## src/common/dsuni_pkg.sv

```systemverilog
// Purpose: constants and types for the global control register group
// Assumes: 8-bit host registers, 125 MHz system clock
// Notes:   identification values are arbitrary
package dsuni_pkg;
  localparam int          ADDR_W      = 8;
  localparam int          DATA_W      = 8;
  localparam logic [7:0]  OFF_MODE    = 8'h00;
  localparam logic [7:0]  OFF_IO      = 8'h01;
  localparam logic [7:0]  OFF_PART    = 8'h02;
  localparam logic [7:0]  OFF_REV     = 8'h03;
  localparam logic [7:0]  OFF_ISUM    = 8'h05;
  localparam logic [7:0]  OFF_TEST    = 8'h06;
  // arbitrary neutral identification values
  localparam logic [7:0]  PART_ID     = 8'hA5;
  localparam logic [7:0]  REV_ID      = 8'h5A;
  localparam logic [7:0]  MODE_RST    = 8'h0B;
  localparam logic [7:0]  IO_RST      = 8'hA0;
  localparam logic [7:0]  TEST_RST    = 8'h00;
  localparam logic [7:0]  ZERO8       = 8'h00;
  localparam int MB_LLB = 7, MB_CLB = 6, MB_PLB = 5, MB_RST = 4;
  localparam int MB_NOPLCP = 3, MB_FMT = 2, MB_TR1 = 1, MB_TR0 = 0;
  localparam int IB_LOCOFF = 7, IB_LOC = 6, IB_IENCLR = 5, IB_ZSOFF = 4;
  localparam int IB_SRAIL = 3, IB_TXINV = 2, IB_RXINV = 1, IB_FORCE_FRAME_SEARCH = 0;
  localparam int TB_CLEAR = 7, TB_OHIN = 6, TB_EN = 4, TB_ONESHOT = 2;
  localparam int TB_DONE = 1, TB_LOCK = 0;
  localparam int SB_PLCP = 6, SB_ONESEC = 0;
  // summary bits that are idle outside ATM mode: 6..2
  localparam logic [7:1]  ATM_ONLY    = 7'h3E;
  localparam int          BURST_CELLS = 1024;
  localparam int          CNT_W       = 11;
  localparam int          CLK_NS      = 8;
  localparam int          LOC_NS      = 1000;
  localparam int          LOC_CYC     = (LOC_NS + CLK_NS - 1) / CLK_NS;
  localparam int          LOC_W       = 8;

  typedef enum logic [1:0] {
    DSUNI_PLCP_LOOP, DSUNI_PLCP_REF8K, DSUNI_PLCP_STUFPIN, DSUNI_PLCP_FIXED
  } dsuni_plcp_tm_e;
  typedef enum logic [1:0] {
    DSUNI_FR_LOOP, DSUNI_FR_ASYNC, DSUNI_FR_EXTREF, DSUNI_FR_ASYNC2
  } dsuni_fr_tm_e;

  typedef struct packed {
    logic           cell_loopback;
    logic           plcp_loopback;
    logic           plcp_enable;
    logic           framing_format_select;
    dsuni_plcp_tm_e plcp_timing;
    dsuni_fr_tm_e   framer_timing;
    logic           zero_substitution_enable;
    logic           single_rail;
    logic           tx_clock_invert;
    logic           rx_clock_invert;
    logic           clear_channel;
    logic           overhead_in_enable;
    logic           test_gen_enable;
    logic           test_rcv_enable;
    logic           ien_auto_clear;
  } dsuni_cfg_s;
endpackage

```

## src/core/dsuni_global_regs.sv

```systemverilog
// Purpose: global mode, line I/O, identification, summary and test control
// Assumes: host strobes and sub-block inputs are on i_clk_sys
// Notes:   line clocks are pins, synchronised before the loss detector
`timescale 1ns/1ps
`default_nettype none
// Contract
// - mode bit 7 loops outgoing line rails into receive rail inputs
// - mode bit 6 loops receive cells into transmit FIFO, ATM mode only
// - mode bit 5 loops transmit PLCP into receive PLCP, ATM PLCP only
// - rising edge of mode bit 4 resets the whole device
// - mode bit 3 set disables both PLCP processors, ATM mode only
// - mode bit 2 selects C-bit parity (0) or M13 (1) framing
// - PLCP transmit timing: loop, 8 kHz ref, stuff pin, fixed pattern
// - framer transmit timing: loop, external reference, or asynchronous
// - I/O bit 7 disables clock loss detect; bit 6 reports missing clock
// - I/O bit 5 makes status reads clear active interrupt enables
// - I/O bit 4 low enables zero substitution; needs dual rail
// - I/O bit 3 selects dual rail (0) or single rail (1)
// - I/O bit 2 picks transmit clock edge for outgoing rails
// - I/O bit 1 picks receive clock edge for incoming rails
// - rising edge of I/O bit 0 forces receive framer frame search
// - fixed read-only part code at 0x02 and revision at 0x03
// - summary bits 7..1 show pending sub-blocks; ATM-only off otherwise
// - summary bit 0 set by one-second tick, cleared by reading
// - test bit 7 selects ATM UNI (0) or clear channel (1)
// - test bit 6 lets serial payload pin carry overhead in ATM mode
// - ATM mode test bit 4 enables test cell insertion and PRBS lock
// - clear channel test bit 4 enables PRBS generator and receiver
// - ATM mode one-shot: each enable rise gives 1024 cells unless enable drops first, else continuous
module dsuni_global_regs #(
  parameter int LOC_CYCLES = dsuni_pkg::LOC_CYC,
  parameter int BURST      = dsuni_pkg::BURST_CELLS
) (
  input  wire logic                  i_clk_sys,
  input  wire logic                  i_rst_n,
  input  wire logic [7:0]            i_addr,
  input  wire logic                  i_wr,
  input  wire logic                  i_rd,
  input  wire logic [7:0]            i_wdata,
  output var  logic [7:0]            o_rdata,
  output var  dsuni_pkg::dsuni_cfg_s o_cfg,
  output var  logic                  o_soft_reset,
  output var  logic                  o_force_frame_search,
  input  wire logic [7:1]            i_block_pending,
  input  wire logic                  i_one_second_tick,
  input  wire logic                  i_test_cell_sent,
  input  wire logic                  i_prbs_lock,
  input  wire logic                  i_transmit_line_clock,
  input  wire logic                  i_receive_line_clock,
  input  wire logic                  i_tx_line_out_positive_rail,
  input  wire logic                  i_tx_line_out_negative_rail,
  input  wire logic                  i_line_in_positive_rail,
  input  wire logic                  i_line_in_negative_rail,
  output logic                       o_rx_positive_rail,
  output logic                       o_rx_negative_rail
);
  localparam int CNT_W = dsuni_pkg::CNT_W;
  localparam int LOC_W = dsuni_pkg::LOC_W;
  localparam logic [LOC_W-1:0] LOC_MAX = LOC_W'(LOC_CYCLES);
  localparam logic [CNT_W-1:0] BURST_N = CNT_W'(BURST);

  logic [7:0]       mode_reg;
  logic [7:0]       io_reg;
  logic [7:0]       test_reg;
  logic             onesec_reg;
  logic             rst_bit_reg;
  logic             force_frame_search_bit_reg;
  logic             ten_reg;
  logic [CNT_W-1:0] burst_cnt_reg;
  logic             burst_run_reg;
  logic             done_reg;
  logic [1:0]       txc_sync_reg;
  logic [1:0]       rxc_sync_reg;
  logic             txc_last_reg;
  logic             rxc_last_reg;
  logic [LOC_W-1:0] txc_cnt_reg;
  logic [LOC_W-1:0] rxc_cnt_reg;
  logic             loc_reg;
  logic [7:0]       rdata_next;
  logic [7:1]       summary;
  logic             atm;
  logic             test_rise;
  logic             wr_mode;
  logic             wr_io;
  logic             wr_test;
  logic             rd_sum;

  function automatic logic hit(input logic [7:0] a, input logic [7:0] off);
    hit = (a == off);
  endfunction

  assign wr_mode = i_wr && hit(i_addr, dsuni_pkg::OFF_MODE);
  assign wr_io   = i_wr && hit(i_addr, dsuni_pkg::OFF_IO);
  assign wr_test = i_wr && hit(i_addr, dsuni_pkg::OFF_TEST);
  assign rd_sum  = i_rd && hit(i_addr, dsuni_pkg::OFF_ISUM);
  assign atm     = !test_reg[dsuni_pkg::TB_CLEAR];

  always_ff @(posedge i_clk_sys) begin
    if (!i_rst_n) begin
      mode_reg <= dsuni_pkg::MODE_RST;
    end else if (wr_mode) begin
      mode_reg <= i_wdata;
    end
  end

  // loss flag lives outside the stored byte, so a written bit 6 never touches it; writing bit 7 set clears it
  always_ff @(posedge i_clk_sys) begin
    if (!i_rst_n) begin
      io_reg <= dsuni_pkg::IO_RST;
    end else if (wr_io) begin
      io_reg <= i_wdata;
    end
  end

  always_ff @(posedge i_clk_sys) begin
    if (!i_rst_n) begin
      test_reg <= dsuni_pkg::TEST_RST;
    end else if (wr_test) begin
      test_reg <= i_wdata;
    end
  end

  // edge detectors on software bits; the pulse is one cycle long
  always_ff @(posedge i_clk_sys) begin
    if (!i_rst_n) begin
      rst_bit_reg     <= 1'b0;
      force_frame_search_bit_reg <= 1'b0;
      ten_reg         <= 1'b0;
    end else begin
      rst_bit_reg     <= mode_reg[dsuni_pkg::MB_RST];
      force_frame_search_bit_reg <= io_reg[dsuni_pkg::IB_FORCE_FRAME_SEARCH];
      ten_reg         <= test_reg[dsuni_pkg::TB_EN];
    end
  end
  assign o_soft_reset = mode_reg[dsuni_pkg::MB_RST] && !rst_bit_reg;
  assign o_force_frame_search = io_reg[dsuni_pkg::IB_FORCE_FRAME_SEARCH]
                                && !force_frame_search_bit_reg;
  assign test_rise = test_reg[dsuni_pkg::TB_EN] && !ten_reg;

  // one-second flag: a tick in the read cycle survives the clear
  always_ff @(posedge i_clk_sys) begin
    if (!i_rst_n) begin
      onesec_reg <= 1'b0;
    end else if (i_one_second_tick) begin
      onesec_reg <= 1'b1;
    end else if (rd_sum) begin
      onesec_reg <= 1'b0;
    end
  end

  // sub-blocks hand in already-enabled pending levels, so no latch here
  always_comb begin
    summary = i_block_pending;
    if (!atm) begin
      summary = summary & ~dsuni_pkg::ATM_ONLY;
    end
    if (!atm || mode_reg[dsuni_pkg::MB_NOPLCP]) begin
      summary[dsuni_pkg::SB_PLCP] = 1'b0;
    end
  end

  // burst engine: counts sent cells after each enable rise
  always_ff @(posedge i_clk_sys) begin
    if (!i_rst_n) begin
      burst_cnt_reg <= '0;
      burst_run_reg <= 1'b0;
      done_reg      <= 1'b0;
    end else if (test_rise) begin
      burst_cnt_reg <= '0;
      burst_run_reg <= 1'b1;
      done_reg      <= 1'b0;
    end else if (!test_reg[dsuni_pkg::TB_EN]) begin
      burst_run_reg <= 1'b0;
    end else if (burst_run_reg && i_test_cell_sent) begin
      burst_cnt_reg <= burst_cnt_reg + 1'b1;
      if (burst_cnt_reg == BURST_N - 1'b1) begin
        burst_run_reg <= 1'b0;
        done_reg      <= 1'b1;
      end
    end
  end

  always_comb begin
    o_cfg.cell_loopback = atm && mode_reg[dsuni_pkg::MB_CLB];
    o_cfg.plcp_enable   = atm && !mode_reg[dsuni_pkg::MB_NOPLCP];
    o_cfg.plcp_loopback = o_cfg.plcp_enable
                          && mode_reg[dsuni_pkg::MB_PLB];
    o_cfg.framing_format_select = mode_reg[dsuni_pkg::MB_FMT];
    o_cfg.plcp_timing   = dsuni_pkg::dsuni_plcp_tm_e'(
                            mode_reg[dsuni_pkg::MB_TR1:dsuni_pkg::MB_TR0]);
    o_cfg.framer_timing = dsuni_pkg::dsuni_fr_tm_e'(
                            mode_reg[dsuni_pkg::MB_TR1:dsuni_pkg::MB_TR0]);
    // dual rail is software's duty when coding is on
    o_cfg.zero_substitution_enable = !io_reg[dsuni_pkg::IB_ZSOFF];
    o_cfg.single_rail     = io_reg[dsuni_pkg::IB_SRAIL];
    o_cfg.tx_clock_invert = io_reg[dsuni_pkg::IB_TXINV];
    o_cfg.rx_clock_invert = io_reg[dsuni_pkg::IB_RXINV];
    o_cfg.ien_auto_clear  = io_reg[dsuni_pkg::IB_IENCLR];
    o_cfg.clear_channel   = !atm;
    o_cfg.overhead_in_enable = atm && test_reg[dsuni_pkg::TB_OHIN];
    o_cfg.test_rcv_enable = test_reg[dsuni_pkg::TB_EN];
    if (atm && test_reg[dsuni_pkg::TB_ONESHOT]) begin
      o_cfg.test_gen_enable = burst_run_reg;
    end else begin
      o_cfg.test_gen_enable = test_reg[dsuni_pkg::TB_EN];
    end
  end

  // local loopback ahead of the receive rail samplers
  assign o_rx_positive_rail = mode_reg[dsuni_pkg::MB_LLB] ?
    i_tx_line_out_positive_rail : i_line_in_positive_rail;
  assign o_rx_negative_rail = mode_reg[dsuni_pkg::MB_LLB] ?
    i_tx_line_out_negative_rail : i_line_in_negative_rail;

  // line clocks are asynchronous pins; only the second stage is inspected
  always_ff @(posedge i_clk_sys) begin
    if (!i_rst_n) begin
      txc_sync_reg <= 2'b00;
      rxc_sync_reg <= 2'b00;
      txc_last_reg <= 1'b0;
      rxc_last_reg <= 1'b0;
    end else begin
      txc_sync_reg <= {txc_sync_reg[0], i_transmit_line_clock};
      rxc_sync_reg <= {rxc_sync_reg[0], i_receive_line_clock};
      txc_last_reg <= txc_sync_reg[1];
      rxc_last_reg <= rxc_sync_reg[1];
    end
  end

  // limitation: a line clock faster than half of i_clk_sys aliases
  always_ff @(posedge i_clk_sys) begin
    if (!i_rst_n || io_reg[dsuni_pkg::IB_LOCOFF]) begin
      txc_cnt_reg <= '0;
      rxc_cnt_reg <= '0;
      loc_reg     <= 1'b0;
    end else begin
      if (txc_sync_reg[1] != txc_last_reg) begin
        txc_cnt_reg <= '0;
      end else if (txc_cnt_reg != LOC_MAX) begin
        txc_cnt_reg <= txc_cnt_reg + 1'b1;
      end
      if (rxc_sync_reg[1] != rxc_last_reg) begin
        rxc_cnt_reg <= '0;
      end else if (rxc_cnt_reg != LOC_MAX) begin
        rxc_cnt_reg <= rxc_cnt_reg + 1'b1;
      end
      loc_reg <= (txc_cnt_reg == LOC_MAX) || (rxc_cnt_reg == LOC_MAX);
    end
  end

  always_comb begin
    rdata_next = dsuni_pkg::ZERO8;
    if (hit(i_addr, dsuni_pkg::OFF_MODE)) begin
      rdata_next = mode_reg;
    end else if (hit(i_addr, dsuni_pkg::OFF_IO)) begin
      rdata_next = io_reg;
      rdata_next[dsuni_pkg::IB_LOC] = loc_reg;
    end else if (hit(i_addr, dsuni_pkg::OFF_PART)) begin
      rdata_next = dsuni_pkg::PART_ID;
    end else if (hit(i_addr, dsuni_pkg::OFF_REV)) begin
      rdata_next = dsuni_pkg::REV_ID;
    end else if (hit(i_addr, dsuni_pkg::OFF_ISUM)) begin
      rdata_next = {summary, onesec_reg};
    end else if (hit(i_addr, dsuni_pkg::OFF_TEST)) begin
      rdata_next = {test_reg[dsuni_pkg::TB_CLEAR], test_reg[dsuni_pkg::TB_OHIN], 1'b0,
                    test_reg[dsuni_pkg::TB_EN], 1'b0,
                    test_reg[dsuni_pkg::TB_ONESHOT], done_reg, i_prbs_lock};
    end
  end

  always_ff @(posedge i_clk_sys) begin
    if (!i_rst_n) begin
      o_rdata <= dsuni_pkg::ZERO8;
    end else if (i_rd) begin
      o_rdata <= rdata_next;
    end
  end

  a_llb_route: assert property (@(posedge i_clk_sys) disable iff (!i_rst_n)
    mode_reg[dsuni_pkg::MB_LLB] |-> o_rx_positive_rail == i_tx_line_out_positive_rail)
    else $error("loopback rail not routed");
  a_soft_rst_pulse: assert property (@(posedge i_clk_sys) disable iff (!i_rst_n)
    o_soft_reset |=> !o_soft_reset)
    else $error("soft reset longer than one cycle");
  a_force_frame_search_edge: assert property (@(posedge i_clk_sys) disable iff (!i_rst_n)
    $rose(io_reg[dsuni_pkg::IB_FORCE_FRAME_SEARCH]) |-> o_force_frame_search)
    else $error("force_frame_search edge missed");
  a_onesec_set: assert property (@(posedge i_clk_sys) disable iff (!i_rst_n)
    i_one_second_tick |=> onesec_reg)
    else $error("one-second flag not set");
  a_onesec_clear: assert property (@(posedge i_clk_sys) disable iff (!i_rst_n)
    rd_sum && !i_one_second_tick |=> !onesec_reg)
    else $error("one-second flag not cleared by read");
  a_part_read: assert property (@(posedge i_clk_sys) disable iff (!i_rst_n)
    i_rd && i_addr == dsuni_pkg::OFF_PART |=> o_rdata == dsuni_pkg::PART_ID)
    else $error("part code wrong");
  a_loc_gated: assert property (@(posedge i_clk_sys) disable iff (!i_rst_n)
    io_reg[dsuni_pkg::IB_LOCOFF] |=> !loc_reg)
    else $error("clock loss reported while disabled");
  a_burst_done: assert property (@(posedge i_clk_sys) disable iff (!i_rst_n)
    burst_run_reg && i_test_cell_sent && test_reg[dsuni_pkg::TB_EN] && !test_rise
    && burst_cnt_reg == BURST_N - 1'b1 |=> done_reg && !burst_run_reg)
    else $error("burst did not end at count");
  a_plcp_mask: assert property (@(posedge i_clk_sys) disable iff (!i_rst_n)
    !atm |-> (summary & dsuni_pkg::ATM_ONLY) == 7'h00)
    else $error("ATM-only summary active in clear channel");
  a_llb_neg: assert property (@(posedge i_clk_sys) disable iff (!i_rst_n)
    mode_reg[dsuni_pkg::MB_LLB] |-> o_rx_negative_rail == i_tx_line_out_negative_rail)
    else $error("loopback negative rail not routed");
  a_llb_off: assert property (@(posedge i_clk_sys) disable iff (!i_rst_n)
    !mode_reg[dsuni_pkg::MB_LLB] |-> o_rx_positive_rail == i_line_in_positive_rail)
    else $error("receive rail not taken from pins");
  a_cell_lb_gate: assert property (@(posedge i_clk_sys) disable iff (!i_rst_n)
    o_cfg.cell_loopback |-> atm && mode_reg[dsuni_pkg::MB_CLB])
    else $error("cell loopback outside ATM mode");
  a_plcp_lb_gate: assert property (@(posedge i_clk_sys) disable iff (!i_rst_n)
    o_cfg.plcp_loopback |-> o_cfg.plcp_enable && mode_reg[dsuni_pkg::MB_PLB])
    else $error("PLCP loopback without PLCP mode");
  a_soft_rst_edge: assert property (@(posedge i_clk_sys) disable iff (!i_rst_n)
    $rose(mode_reg[dsuni_pkg::MB_RST]) |-> o_soft_reset)
    else $error("soft reset edge missed");
  a_mode_write: assert property (@(posedge i_clk_sys) disable iff (!i_rst_n)
    wr_mode |=> mode_reg == $past(i_wdata))
    else $error("mode write lost");
  a_plcp_en_map: assert property (@(posedge i_clk_sys) disable iff (!i_rst_n)
    o_cfg.plcp_enable == (atm && !mode_reg[dsuni_pkg::MB_NOPLCP]))
    else $error("PLCP enable wrong");
  a_timing_map: assert property (@(posedge i_clk_sys) disable iff (!i_rst_n)
    o_cfg.plcp_timing == mode_reg[dsuni_pkg::MB_TR1:dsuni_pkg::MB_TR0]
    && o_cfg.framer_timing == mode_reg[dsuni_pkg::MB_TR1:dsuni_pkg::MB_TR0])
    else $error("timing code not passed on");
  a_loc_read: assert property (@(posedge i_clk_sys) disable iff (!i_rst_n)
    i_rd && i_addr == dsuni_pkg::OFF_IO |=> o_rdata[dsuni_pkg::IB_LOC] == $past(loc_reg))
    else $error("loss flag not read back");
  a_ien_map: assert property (@(posedge i_clk_sys) disable iff (!i_rst_n)
    o_cfg.ien_auto_clear == io_reg[dsuni_pkg::IB_IENCLR])
    else $error("interrupt enable clear option wrong");
  a_zs_map: assert property (@(posedge i_clk_sys) disable iff (!i_rst_n)
    o_cfg.zero_substitution_enable != io_reg[dsuni_pkg::IB_ZSOFF])
    else $error("zero substitution select wrong");
  a_io_write: assert property (@(posedge i_clk_sys) disable iff (!i_rst_n)
    wr_io |=> io_reg == $past(i_wdata))
    else $error("line control write lost");
  a_edge_map: assert property (@(posedge i_clk_sys) disable iff (!i_rst_n)
    o_cfg.tx_clock_invert == io_reg[dsuni_pkg::IB_TXINV]
    && o_cfg.rx_clock_invert == io_reg[dsuni_pkg::IB_RXINV])
    else $error("clock edge select wrong");
  a_force_frame_search_pulse: assert property (@(posedge i_clk_sys) disable iff (!i_rst_n)
    o_force_frame_search |=> !o_force_frame_search)
    else $error("frame search pulse too long");
  a_rev_read: assert property (@(posedge i_clk_sys) disable iff (!i_rst_n)
    i_rd && i_addr == dsuni_pkg::OFF_REV |=> o_rdata == dsuni_pkg::REV_ID)
    else $error("revision code wrong");
  a_sum_read: assert property (@(posedge i_clk_sys) disable iff (!i_rst_n)
    i_rd && i_addr == dsuni_pkg::OFF_ISUM |=> o_rdata == {$past(summary), $past(onesec_reg)})
    else $error("summary read wrong");
  a_plcp_direct: assert property (@(posedge i_clk_sys) disable iff (!i_rst_n)
    mode_reg[dsuni_pkg::MB_NOPLCP] |-> !summary[dsuni_pkg::SB_PLCP])
    else $error("PLCP summary active while direct mapped");
  a_onesec_hold: assert property (@(posedge i_clk_sys) disable iff (!i_rst_n)
    !i_one_second_tick && !rd_sum |=> $stable(onesec_reg))
    else $error("one-second flag changed unprompted");
  a_test_write: assert property (@(posedge i_clk_sys) disable iff (!i_rst_n)
    wr_test |=> test_reg == $past(i_wdata))
    else $error("test control write lost");
  a_cc_mode: assert property (@(posedge i_clk_sys) disable iff (!i_rst_n)
    o_cfg.clear_channel == test_reg[dsuni_pkg::TB_CLEAR])
    else $error("personality select wrong");
  a_ohin_gate: assert property (@(posedge i_clk_sys) disable iff (!i_rst_n)
    o_cfg.overhead_in_enable == (atm && test_reg[dsuni_pkg::TB_OHIN]))
    else $error("overhead input enable wrong");
  a_gen_cont: assert property (@(posedge i_clk_sys) disable iff (!i_rst_n)
    !atm |-> o_cfg.test_gen_enable == test_reg[dsuni_pkg::TB_EN])
    else $error("PRBS generator enable wrong");
  a_burst_start: assert property (@(posedge i_clk_sys) disable iff (!i_rst_n)
    test_rise |=> burst_run_reg && !done_reg && burst_cnt_reg == '0)
    else $error("burst did not restart");
  a_sum_drop: assert property (@(posedge i_clk_sys) disable iff (!i_rst_n)
    i_block_pending == 7'h00 |-> summary == 7'h00)
    else $error("summary set with nothing pending");
endmodule // dsuni_global_regs
`default_nettype wire

```

## config.mk

```make
export PLATFORM = sky130hd
export DESIGN_NAME = dsuni_global_regs
export DESIGN_NICKNAME = d
export VERILOG_FILES = /design/src/common/dsuni_pkg.sv /design/src/core/dsuni_global_regs.sv
export SDC_FILE = /design/constraint.sdc
export NUM_CORES = 1
export LEC_CHECK = 0
export ABC_CLOCK_PERIOD_IN_PS = 3900
export BUFFER_PORTS_ARGS = -buffer_cell sky130_fd_sc_hd__buf_2
export CAP_MARGIN = 20
export CORE_ASPECT_RATIO = 1.4
export CORE_MARGIN = 2
export CORE_UTILIZATION = 50
export CTS_BUF_LIST = sky130_fd_sc_hd__clkbuf_16
export CTS_CLUSTER_SIZE = 12
export DETAILED_ROUTE_END_ITERATION = 10
export PLACE_DENSITY_LB_ADDON = 0.12
export SLEW_MARGIN = 30
export SYNTH_ARGS = -nofsm -noshare
export SYNTH_HDL_FRONTEND = slang
export SYNTH_SLANG_ARGS = --single-unit
export TNS_END_PERCENT = 100
```

## constraint.sdc

```tcl
create_clock -name i_clk_sys -period 3.9 [get_ports i_clk_sys]
set_input_delay 0.78 -clock i_clk_sys [delete_from_list [all_inputs] [get_ports i_clk_sys]]
set_output_delay 0.78 -clock i_clk_sys [all_outputs]
set_load 0.01 [all_outputs]
```

==> results of run 1 <==
power breakdown:
part           internal [mW]  switching (mW)  leakage (nW)
clock                  0.480           0.271         0.140
sequential             0.689         0.00180         0.541
combinational         0.0325          0.0381         0.876
worst reg2reg max path, cell delays in order, from the launching register on:
cell      delay (ns)
dfxtp_1         0.41
and4_4          0.26
nand4b_1        0.32
xnor2_1         0.27
nor2_1          0.06
routing by layer:
metal | track usage, % | vias up | share of wire, %
met5 | 0 | - | 0
met4 | 7.983 | 0 | 1.4
li1 | - | 1297 | -
met3 | 5.498 | 7 | 4.1
met2 | 33.43 | 53 | 50
met1 | 24.24 | 1147 | 45
synthesized netlist by cell type, types with 2 or more instances:
cell       number
nor3b_1         2
nand4_1         3
nand2_1        19
ha_1            5
mux2i_1        21
xor2_1          4
xnor2_1        13
a2bb2oi_1       2
a32oi_1         4
buf_2           6
inv_1          11
clkbuf_1        5
or3_1           2
a221oi_1        3
a21oi_1        18
mux2_2          2
nand3_1        11
nor2b_1        25
a211oi_1        2
buf_4          11
dfxtp_1        67
o21ai_0         9
nand4b_1        5
and2_1         11
a21boi_0        3
and3_1          2
nor2_1         28
a221o_1         3
nor4_1          3
nor3_1          9
nand2b_1        3
a22o_1          4
a31oi_1         3
placed cells by master (no fill, tap or decap), types with 3 or more instances in the layout:
master     instances
dfxtp_1           67
buf_2             64
nor2_1            28
nor2b_1           25
mux2i_1           21
nand2_1           19
a21oi_1           18
xnor2_1           13
inv_1             12
and2_1            11
nand3_1           11
o21ai_0            9
nor3_1             9
clkbuf_16          9
nand4b_1           5
ha_1               5
xor2_1             4
a32oi_1            4
a22o_1             4
nand2b_1           3
a221o_1            3
a31oi_1            3
a21boi_0           3
a221oi_1           3
nand4_1            3
nor4_1             3
cell families after synthesis:
logic type	synth area share (%)
adders and majority gates	2.009
and+or+nand+nor	23.66
xor gates and xnor gates	4.781
AOI/OAI and AO/OA	13.34
muxes	7.473
DFF	43.07
buffers and inverters	5.665
through the flow:
| step | hold WS, ns | instance area, um2 | instances | power [mW] | setup WS [ns] |
|---|---|---|---|---|---|
| detailed placement | 0.4187 | 3401 | 452 | 0.7758 | 1.543 |
| global placement | 0.4164 | 3401 | 452 | 0.7751 | 1.606 |
| floorplan | 0.4111 | 3114 | 337 | 0.7441 | 2.065 |
| global route | 0.4440 | 3674 | 466 | 1.567 | 1.677 |
| finish | 0.4302 | 3674 | 466 | 1.512 | 1.765 |
| CTS | 0.4313 | 3674 | 466 | 1.528 | 1.759 |
cell type report:
cell class | count | share of cell area, %
flip-flops and latches | 67 | 36.51
clock inverters | 5 | 1.294
clock buffers | 9 | 6.131
multi-input cells | 236 | 43.46
repair buffers | 65 | 8.924
inverters | 12 | 1.226
well taps | 72 | 2.452
final timing paths:
path	start	endpoint	cells after the start
max	test_reg[7]	o_cfg[2]	3
min	rxc_sync_reg[0]	rxc_sync_reg[1]	1
max reg2reg	rxc_cnt_reg[2]	rxc_cnt_reg[0]	4
min reg2reg	rxc_sync_reg[0]	rxc_sync_reg[1]	1
==> flow_summary.toml, run 1 <==
[synthesis]
synth_cells = 337
avgSynthCellArea_um2 = 9.241
post_synth_main_area_contributors = "dfxtp_1 (43%), mux2i_1 (6.7%), nor2b_1 (5.0%)"
synth_top_area_share_pct = 43.07
ys.flop_type = "dfxtp_1"
post_synth_num_cell_types = 51
postSynth.asyncResetShare_pct = 0
number_of_flops_mapped_to_enable_cells_by_yosys = 0
synth.net_count = 378
yosys.area.top_type = "dfxtp_1"
sequential_element_share_of_the_synthesized_area_pct = 43.07
ys_seq_elements = 67
synth-warning-count = 0
netlist_area_um2 = 3114

[timing]
worst_clock_skew_ns = 0.006598
final.period_utilization_pct = 54.75
rsz0062_at_grt = "no"
max_clock_freq_ghz = 0.4683
timing.final.hold_violations = 0
max_slew_margin_pct = 59.48
slew_violations = 0
timing.final.setup_violations = 0
post-route-min-period_ns = 2.135
worst_slew_pin_slew_ns = 0.6066
finalSetupTns_ns = 0

[worst_setup_path]
critical_path.endpoint_type = "output pin"
worstPathCellList = "inv_1 -> a31o_2 -> buf_2"
timing.critical_path.slowest_cell_delay_ns = 0.53
reg2reg_slack_ns = 2.47
cp.buffers_inverters = 2
worstPathRequired_ns = 3.12
cpMaxStageDelayCell = "dfxtp_1"
worst_path_dominant_cell_family = "flip-flops"
crit_type = "reg2out"
setup.worst_path.start_class = "flip-flop"
worst-endpoint-arrival_ns = 1.36
critPathMaxFanout = 9

[cts]
cts_setup_buffers = 0
ctsHoldBuffers = 0
clkSinkCount = 67
cts_max_path_buffers = 2
clkSlewWorstSetupHoldPaths_ns = 0.05
tritoncts = "built"
cts_repair_resize_count = 0
clock_tree.htree_level_count = 3
clock_latency_ns = 0.33
clockRootBuffer = "clkbuf_16"
cts_inserted_buffers = 9

[run]
timing.max_cap.violations = 0

[outcome]
outcome = "finished, final reports clean"

[layout]
fraction_of_layout_cells_with_a_size_suffix_above_1_pct = 21.57
max_reg_flops = 11
register_area_um2 = 1341
syn_to_final_growth_pct = 17.96
final.fill_count = 570
postLayoutCoreUtil_pct = 59.97
num-nets-final = 432
multi_input_area_um2 = 1597
antenna-diode-count = 0

[grt]
grt_pass1_wl_um = 11140
grt.overflow.total = 0
first_global_vias = 2425
total_routing_usage_gr_pct = 20.08
antenna_violations_before_repair = 0
pin_count_of_the_biggest_net_entering_global_routing = 37

[route]
ant_nets = 0
wl_per_cell_um = 13.94
drt_first_pass_iters = 4
drt_iter0_markers = 80
vias_per_cell = 5.373
detailroute.via_count = 2504
remaining_drc_errors = 0
final_routed_wirelength_um = 6497

[die]
ioPinCount = 65
die_width_um = 70.70
floorplan.die.height_um = 97.38
std_cell_rows = 34
initial_core_util_pct = 50.84
die_area_um2 = 6885
core_ar_um2 = 6126

[placement]
detailedPlacementHpwl_um = 4707
globalplace.congestion = 0.7750
portBuffers = 64

[min_path]
type_of_the_worst_min_delay_path = "reg2reg"

[pwr]
worst_ir_drop_vdd_mv = 0.2335
powerDensity_nw_per_um2 = 411.7
leakage_nw = 1.556
Power figures use the tool's default switching activity.
==> inputs of run 2 (changes only) <==
Settings changed: ABC_AREA set to 1, ABC_CLOCK_PERIOD_IN_PS 3900 to 1850.
Clock period 3.9 ns to 1.85 ns, I/O delays scaled along.
==> flow_summary.toml, run 2 <==
[cts]
clockRootBuffer = "clkbuf_16"
cts_max_path_buffers = 2
clock_latency_ns = 0.33
ctsHoldBuffers = 0
cts_setup_buffers = 0
cts_repair_resize_count = 0
clkSinkCount = 67
cts_inserted_buffers = 9
clkSlewWorstSetupHoldPaths_ns = 0.05
tritoncts = "built"
clock_tree.htree_level_count = 3

[layout]
max_reg_flops = 11
final_common_cell = "nand2_1"
num-nets-final = 551
fraction_of_layout_cells_with_a_size_suffix_above_1_pct = 22.96
syn_to_final_growth_pct = 17.88
final_cells = 586
mostFrequentLayoutCells = "nand2_1 (81), dfxtp_1 (67), buf_2 (64)"
antenna-diode-count = 0

[worst_setup_path]
worstPathRequired_ns = 1.48
critical_path.endpoint_type = "output pin"
crit_type = "reg2out"
worstPathCellList = "inv_1 -> nand2_1 -> nor2_1 -> buf_2"
setup.worst_path.start_class = "flip-flop"
timing.rr.end = "o_rdata[6]"
cp.buffers_inverters = 2
worst_path_dominant_cell_family = "flip-flops"
timing.rr.start = "test_reg[7]"
worst-endpoint-arrival_ns = 1.41
reg2reg_slack_ns = 0.34
critPathMaxFanout = 8
rr_worst_depth = 9
timing.critical_path.slowest_cell_delay_ns = 0.52
cpMaxStageDelayCell = "dfxtp_1"

[route]
detailroute.via_count = 2943
wl_per_cell_um = 12.40
final_routed_wirelength_um = 7264
vias_per_cell = 5.022
drt_iter0_markers = 161
drt_first_pass_iters = 4
ant_nets = 0
remaining_drc_errors = 0

[timing]
rsz0062_at_grt = "no"
max_slew_margin_pct = 72.92
worst_slew_pin_slew_ns = 0.4050
worst_clock_skew_ns = 0.005784
final.period_utilization_pct = 96.09
timing.final.hold_violations = 0
post-route-min-period_ns = 1.778
slew_violations = 0
timing.final.setup_violations = 0
finalSetupTns_ns = 0
max_clock_freq_ghz = 0.5625

[synthesis]
ys.flop_type = "dfxtp_1"
post_synth_num_cell_types = 38
avgSynthCellArea_um2 = 7.277
yosys.area.top_type = "dfxtp_1"
synth_top_area_share_pct = 40.87
synth_cells = 451
postSynth.asyncResetShare_pct = 0
library_cell_with_the_highest_instance_count_after_synthesis = "nand2_1"
post_synth_main_area_contributors = "dfxtp_1 (41%), nand2_1 (9.3%), inv_1 (7.1%)"
ys_seq_elements = 67
sequential_element_share_of_the_synthesized_area_pct = 40.87
post_synth_most_frequent_cells = "nand2_1 (81), dfxtp_1 (67), inv_1 (62), nor2_1 (51), a21oi_1 (42)"
synth-warning-count = 0
netlist_area_um2 = 3282
synth.net_count = 492
number_of_flops_mapped_to_enable_cells_by_yosys = 0

[pwr]
sequentialPowerShare_pct = 45.0
internal_power_mw = 2.543
worst_ir_drop_vdd_mv = 0.4906
comb_power_share_pct = 4.9
total_switching_power_mw = 0.7113
power_switching_share_pct = 21.86
leakage_nw = 1.813
powerDensity_nw_per_um2 = 841.2
clock_power_share_pct = 50.1

[min_path]
hold_path_end = "txc_sync_reg[0]"
type_of_the_worst_min_delay_path = "in2reg"
cell_depth_of_the_worst_hold_path = 3
start_point_of_the_worst_hold_path = "i_transmit_line_clock"

[die]
die_area_um2 = 7237
die_width_um = 72.47
core_ar_um2 = 6296
floorplan.die.height_um = 99.86
initial_core_util_pct = 52.13
std_cell_rows = 34
ioPinCount = 65

[grt]
first_global_vias = 2741
antenna_violations_before_repair = 0
total_routing_usage_gr_pct = 21.53
pin_count_of_the_biggest_net_entering_global_routing = 31
grt.overflow.total = 0
grt_pass1_wl_um = 12250

[run]
timing.max_cap.violations = 0

[placement]
globalplace.congestion = 0.8733
detailedPlacementHpwl_um = 5395
portBuffers = 64
dpl.cell_count = 571

[outcome]
outcome = "finished, final reports clean"
==> run 2: worst reg2reg max path: stages (launching register included) <==
cell and delay [ns]:
dfxtp_1 0.52, inv_1 0.18, nand2_1 0.18, nor2_1 0.07
nand3_1 0.09, nand2_1 0.07, nor2_1 0.10, nand4_1 0.09
nand2_1 0.07, inv_1 0.04
==> run 2: worst max path at each step <==
stage                      from                 to  cells past startpoint  slack, ns
3_5_place_dp          i_addr[4]          io_reg[4]                      9       0.26
4_1_cts             test_reg[7]          o_cfg[15]                      4       0.08
6_report            test_reg[7]          o_cfg[15]                      4       0.07
5_1_grt             test_reg[7]          o_cfg[15]                      4       0.03
2_1_floorplan  burst_cnt_reg[0]  burst_cnt_reg[10]                      7       0.53
3_3_place_gp          i_addr[4]          io_reg[4]                      9       0.29
==> run 2: cells by family (layout without fill, tap and decap cells) <==
logic type | Yosys count | after routing | share of synthesized area, %
AO/OA/AOI/OAI | 83 | 83 | 13.27
XOR/XNOR | 9 | 9 | 2.402
adder cells (fa/ha/maj) | 5 | 5 | 1.906
buffers and inverters | 88 | 151 | 11.86
flip-flops | 67 | 67 | 40.87
multiplexers | 2 | 2 | 0.6862
AND/OR/NAND/NOR | 197 | 197 | 29.01
==> run 2: layer usage <==
metal | vias up | GRT usage [%] | routed length, um | part of all wire, %
li1 | 1554 | - | - | -
met1 | 1310 | 25.68 | 3159 | 43
met2 | 64 | 37.54 | 3717 | 51
met3 | 15 | 2.912 | 203 | 2.8
met4 | 0 | 10.40 | 184 | 2.5
met5 | - | 0 | 0 | 0
==> run 2: power groups by stage <==
stage / registers (mW) / clock network (mW) / logic (mW)
4_1_cts: 1.46 / 1.65 / 0.160
2_1_floorplan: 1.50 / 0 / 0.0837
5_1_grt: 1.47 / 1.73 / 0.177
3_3_place_gp: 1.50 / 0 / 0.157
3_5_place_dp: 1.50 / 0 / 0.159
6_report: 1.46 / 1.63 / 0.160
==> run 2: layout make-up <==
| cell class | count | area [um2] |
|---|---|---|
| Inverter | 71 | 275.3 |
| Multi-Input combinational cell | 296 | 1551 |
| Clock buffer | 9 | 225.2 |
| Fill cell | 577 | 2427 |
| Timing Repair Buffer | 65 | 327.8 |
| Clock inverter | 6 | 57.56 |
| Sequential cell | 67 | 1341 |
| Tap cell | 72 | 90.09 |
==> run 2: through the flow <==
step	hold slack [ns]	power, mW	instance area, um2	setup WS (ns)	util [%]
after global placement	0.3943	1.652	3586	0.2889	56.96
after detailed placement	0.4060	1.654	3586	0.2620	56.96
final	0.2226	3.254	3869	0.07226	61.45
after CTS	0.2171	3.274	3869	0.07545	61.45
after global routing	0.2351	3.368	3869	0.03146	61.45
after floorplan	0.3905	1.580	3282	0.5324	-
==> inputs of run 3 (changes only) <==
Settings changed: CELL_PAD_IN_SITES_DETAIL_PLACEMENT set to 1, CELL_PAD_IN_SITES_GLOBAL_PLACEMENT set to 1, CORE_UTILIZATION 50 to 35, CTS_CLUSTER_DIAMETER set to 120.
==> flow_summary.toml, run 3 (synthesis results as in run 2) <==
[pwr]
worst_ir_drop_vdd_mv = 0.4623
totalPowerFinal_mw = 3.154
powerDensity_nw_per_um2 = 807.9
leakage_nw = 1.806

[timing]
max_slew_margin_pct = 69.09
slew_violations = 0
post-route-min-period_ns = 1.588
timing.final.hold_violations = 0
rsz0062_at_grt = "no"
finalSetupTns_ns = 0
worst_slew_pin_slew_ns = 0.4623
worst_clock_skew_ns = 0.007535
max_clock_freq_ghz = 0.6299
final.period_utilization_pct = 85.82
timing.final.setup_violations = 0

[grt]
total_routing_usage_gr_pct = 18.20
first_global_vias = 3117
grt.overflow.total = 0
antenna_violations_before_repair = 0
grt_pass1_wl_um = 14610
pin_count_of_the_biggest_net_entering_global_routing = 31

[placement]
portBuffers = 64
detailedPlacementHpwl_um = 6763
globalplace.congestion = 0.7984

[cts]
cts_setup_buffers = 0
clockRootBuffer = "clkbuf_16"
clock_tree.htree_level_count = 3
ctsHoldBuffers = 0
clock_latency_ns = 0.33
clkSinkCount = 67
cts_max_path_buffers = 2
cts_repair_resize_count = 0
clkSlewWorstSetupHoldPaths_ns = 0.06
cts_inserted_buffers = 9
tritoncts = "built"

[worst_setup_path]
crit_type = "reg2out"
worst-endpoint-arrival_ns = 1.22
critPathLaunch = "mode_reg[7]"
timing.rr.start = "txc_cnt_reg[2]"
critPathMaxFanout = 4
worstPathRequired_ns = 1.48
critical_path.endpoint_type = "output pin"
setup.worst_path.start_class = "flip-flop"

[layout]
syn_to_final_growth_pct = 18.95
final_common_cell = "nand2_1"
final.fill_count = 1202
antenna-diode-count = 0
num-nets-final = 553
mostFrequentLayoutCells = "nand2_1 (81), dfxtp_1 (67), buf_2 (64)"
fraction_of_layout_cells_with_a_size_suffix_above_1_pct = 23.26
max_reg_flops = 11

[route]
drt_iter0_markers = 36
remaining_drc_errors = 0
final_routed_wirelength_um = 8807
vias_per_cell = 4.833
wl_per_cell_um = 14.14
ant_nets = 0
drt_first_pass_iters = 4
detailroute.via_count = 3011

[die]
die_width_um = 85.84
ioPinCount = 65
floorplan.die.height_um = 118.6
std_cell_rows = 41
initial_core_util_pct = 36.14
die_area_um2 = 10180
core_ar_um2 = 9080

[outcome]
outcome = "finished, final reports clean"

[min_path]
type_of_the_worst_min_delay_path = "in2reg"
start_point_of_the_worst_hold_path = "i_receive_line_clock"

[run]
timing.max_cap.violations = 0
[run 3: changes by cell type in the layout (fill, tap and decap cells not counted), sizes merged]
cell	delta
bufinv	-1
buf	+2
clkinv	-1
clkinvlp	+2
[run 3: layout make-up]
class	instances	area (um2)	share of cell area, %
clock buffer	9	225.2	5.769
clock inverter	6	33.78	0.8654
inverter	71	275.3	7.051
multi-input combinational	296	1551	39.74
sequential	67	1341	34.36
tap	107	133.9	3.429
timing repair buffer	67	342.8	8.782
[run 3: final timing paths]
path                                      endpoint  slack, ns  cells past startpoint
worst max register to register      txc_cnt_reg[1]       0.35                      5
worst min-delay path               rxc_sync_reg[0]       0.23                      3
worst min register to register     rxc_sync_reg[1]       0.42                      2
worst max-delay path            o_rx_positive_rail       0.26                      2
[run 3: per-layer routing]
metal  share of wire, %  GRT usage [%]  wire length (um)  vias to the layer above
met5                  0              0                 0                        -
met4                1.9          7.044               166                        0
met3                3.0          3.492               267                        8
met2                 52          32.08              4610                       48
met1                 43          21.33              3763                     1408
li1                   -              -                 -                     1547
[run 3: where the power goes]
group          total [mW]  internal, mW  leakage [nW]  switching [mW]
registers            1.46          1.46         0.542         0.00705
logic               0.163        0.0613          1.14           0.101
clock network        1.53         0.886         0.124           0.641
[run 3: critical path: stages (launching register included)]
cell     delay, ns
dfxtp_1       0.40
mux2_2        0.35
buf_2         0.14
[run 3: metrics by stage]
| step | cell area [um2] | utilization (%) | setup WS, ns | hold slack, ns | std cells |
|---|---|---|---|---|---|
| final | 3904 | 42.99 | 0.2624 | 0.2304 | 623 |
| after global placement | 3645 | 40.14 | 0.2750 | 0.3952 | 608 |
| after global routing | 3904 | 42.99 | 0.1152 | 0.2390 | 623 |
| after floorplan | 3282 | - | 0.5324 | 0.3905 | 451 |
| after CTS | 3904 | 42.99 | 0.2448 | 0.2194 | 623 |
| after detailed placement | 3645 | 40.14 | 0.2066 | 0.4073 | 608 |
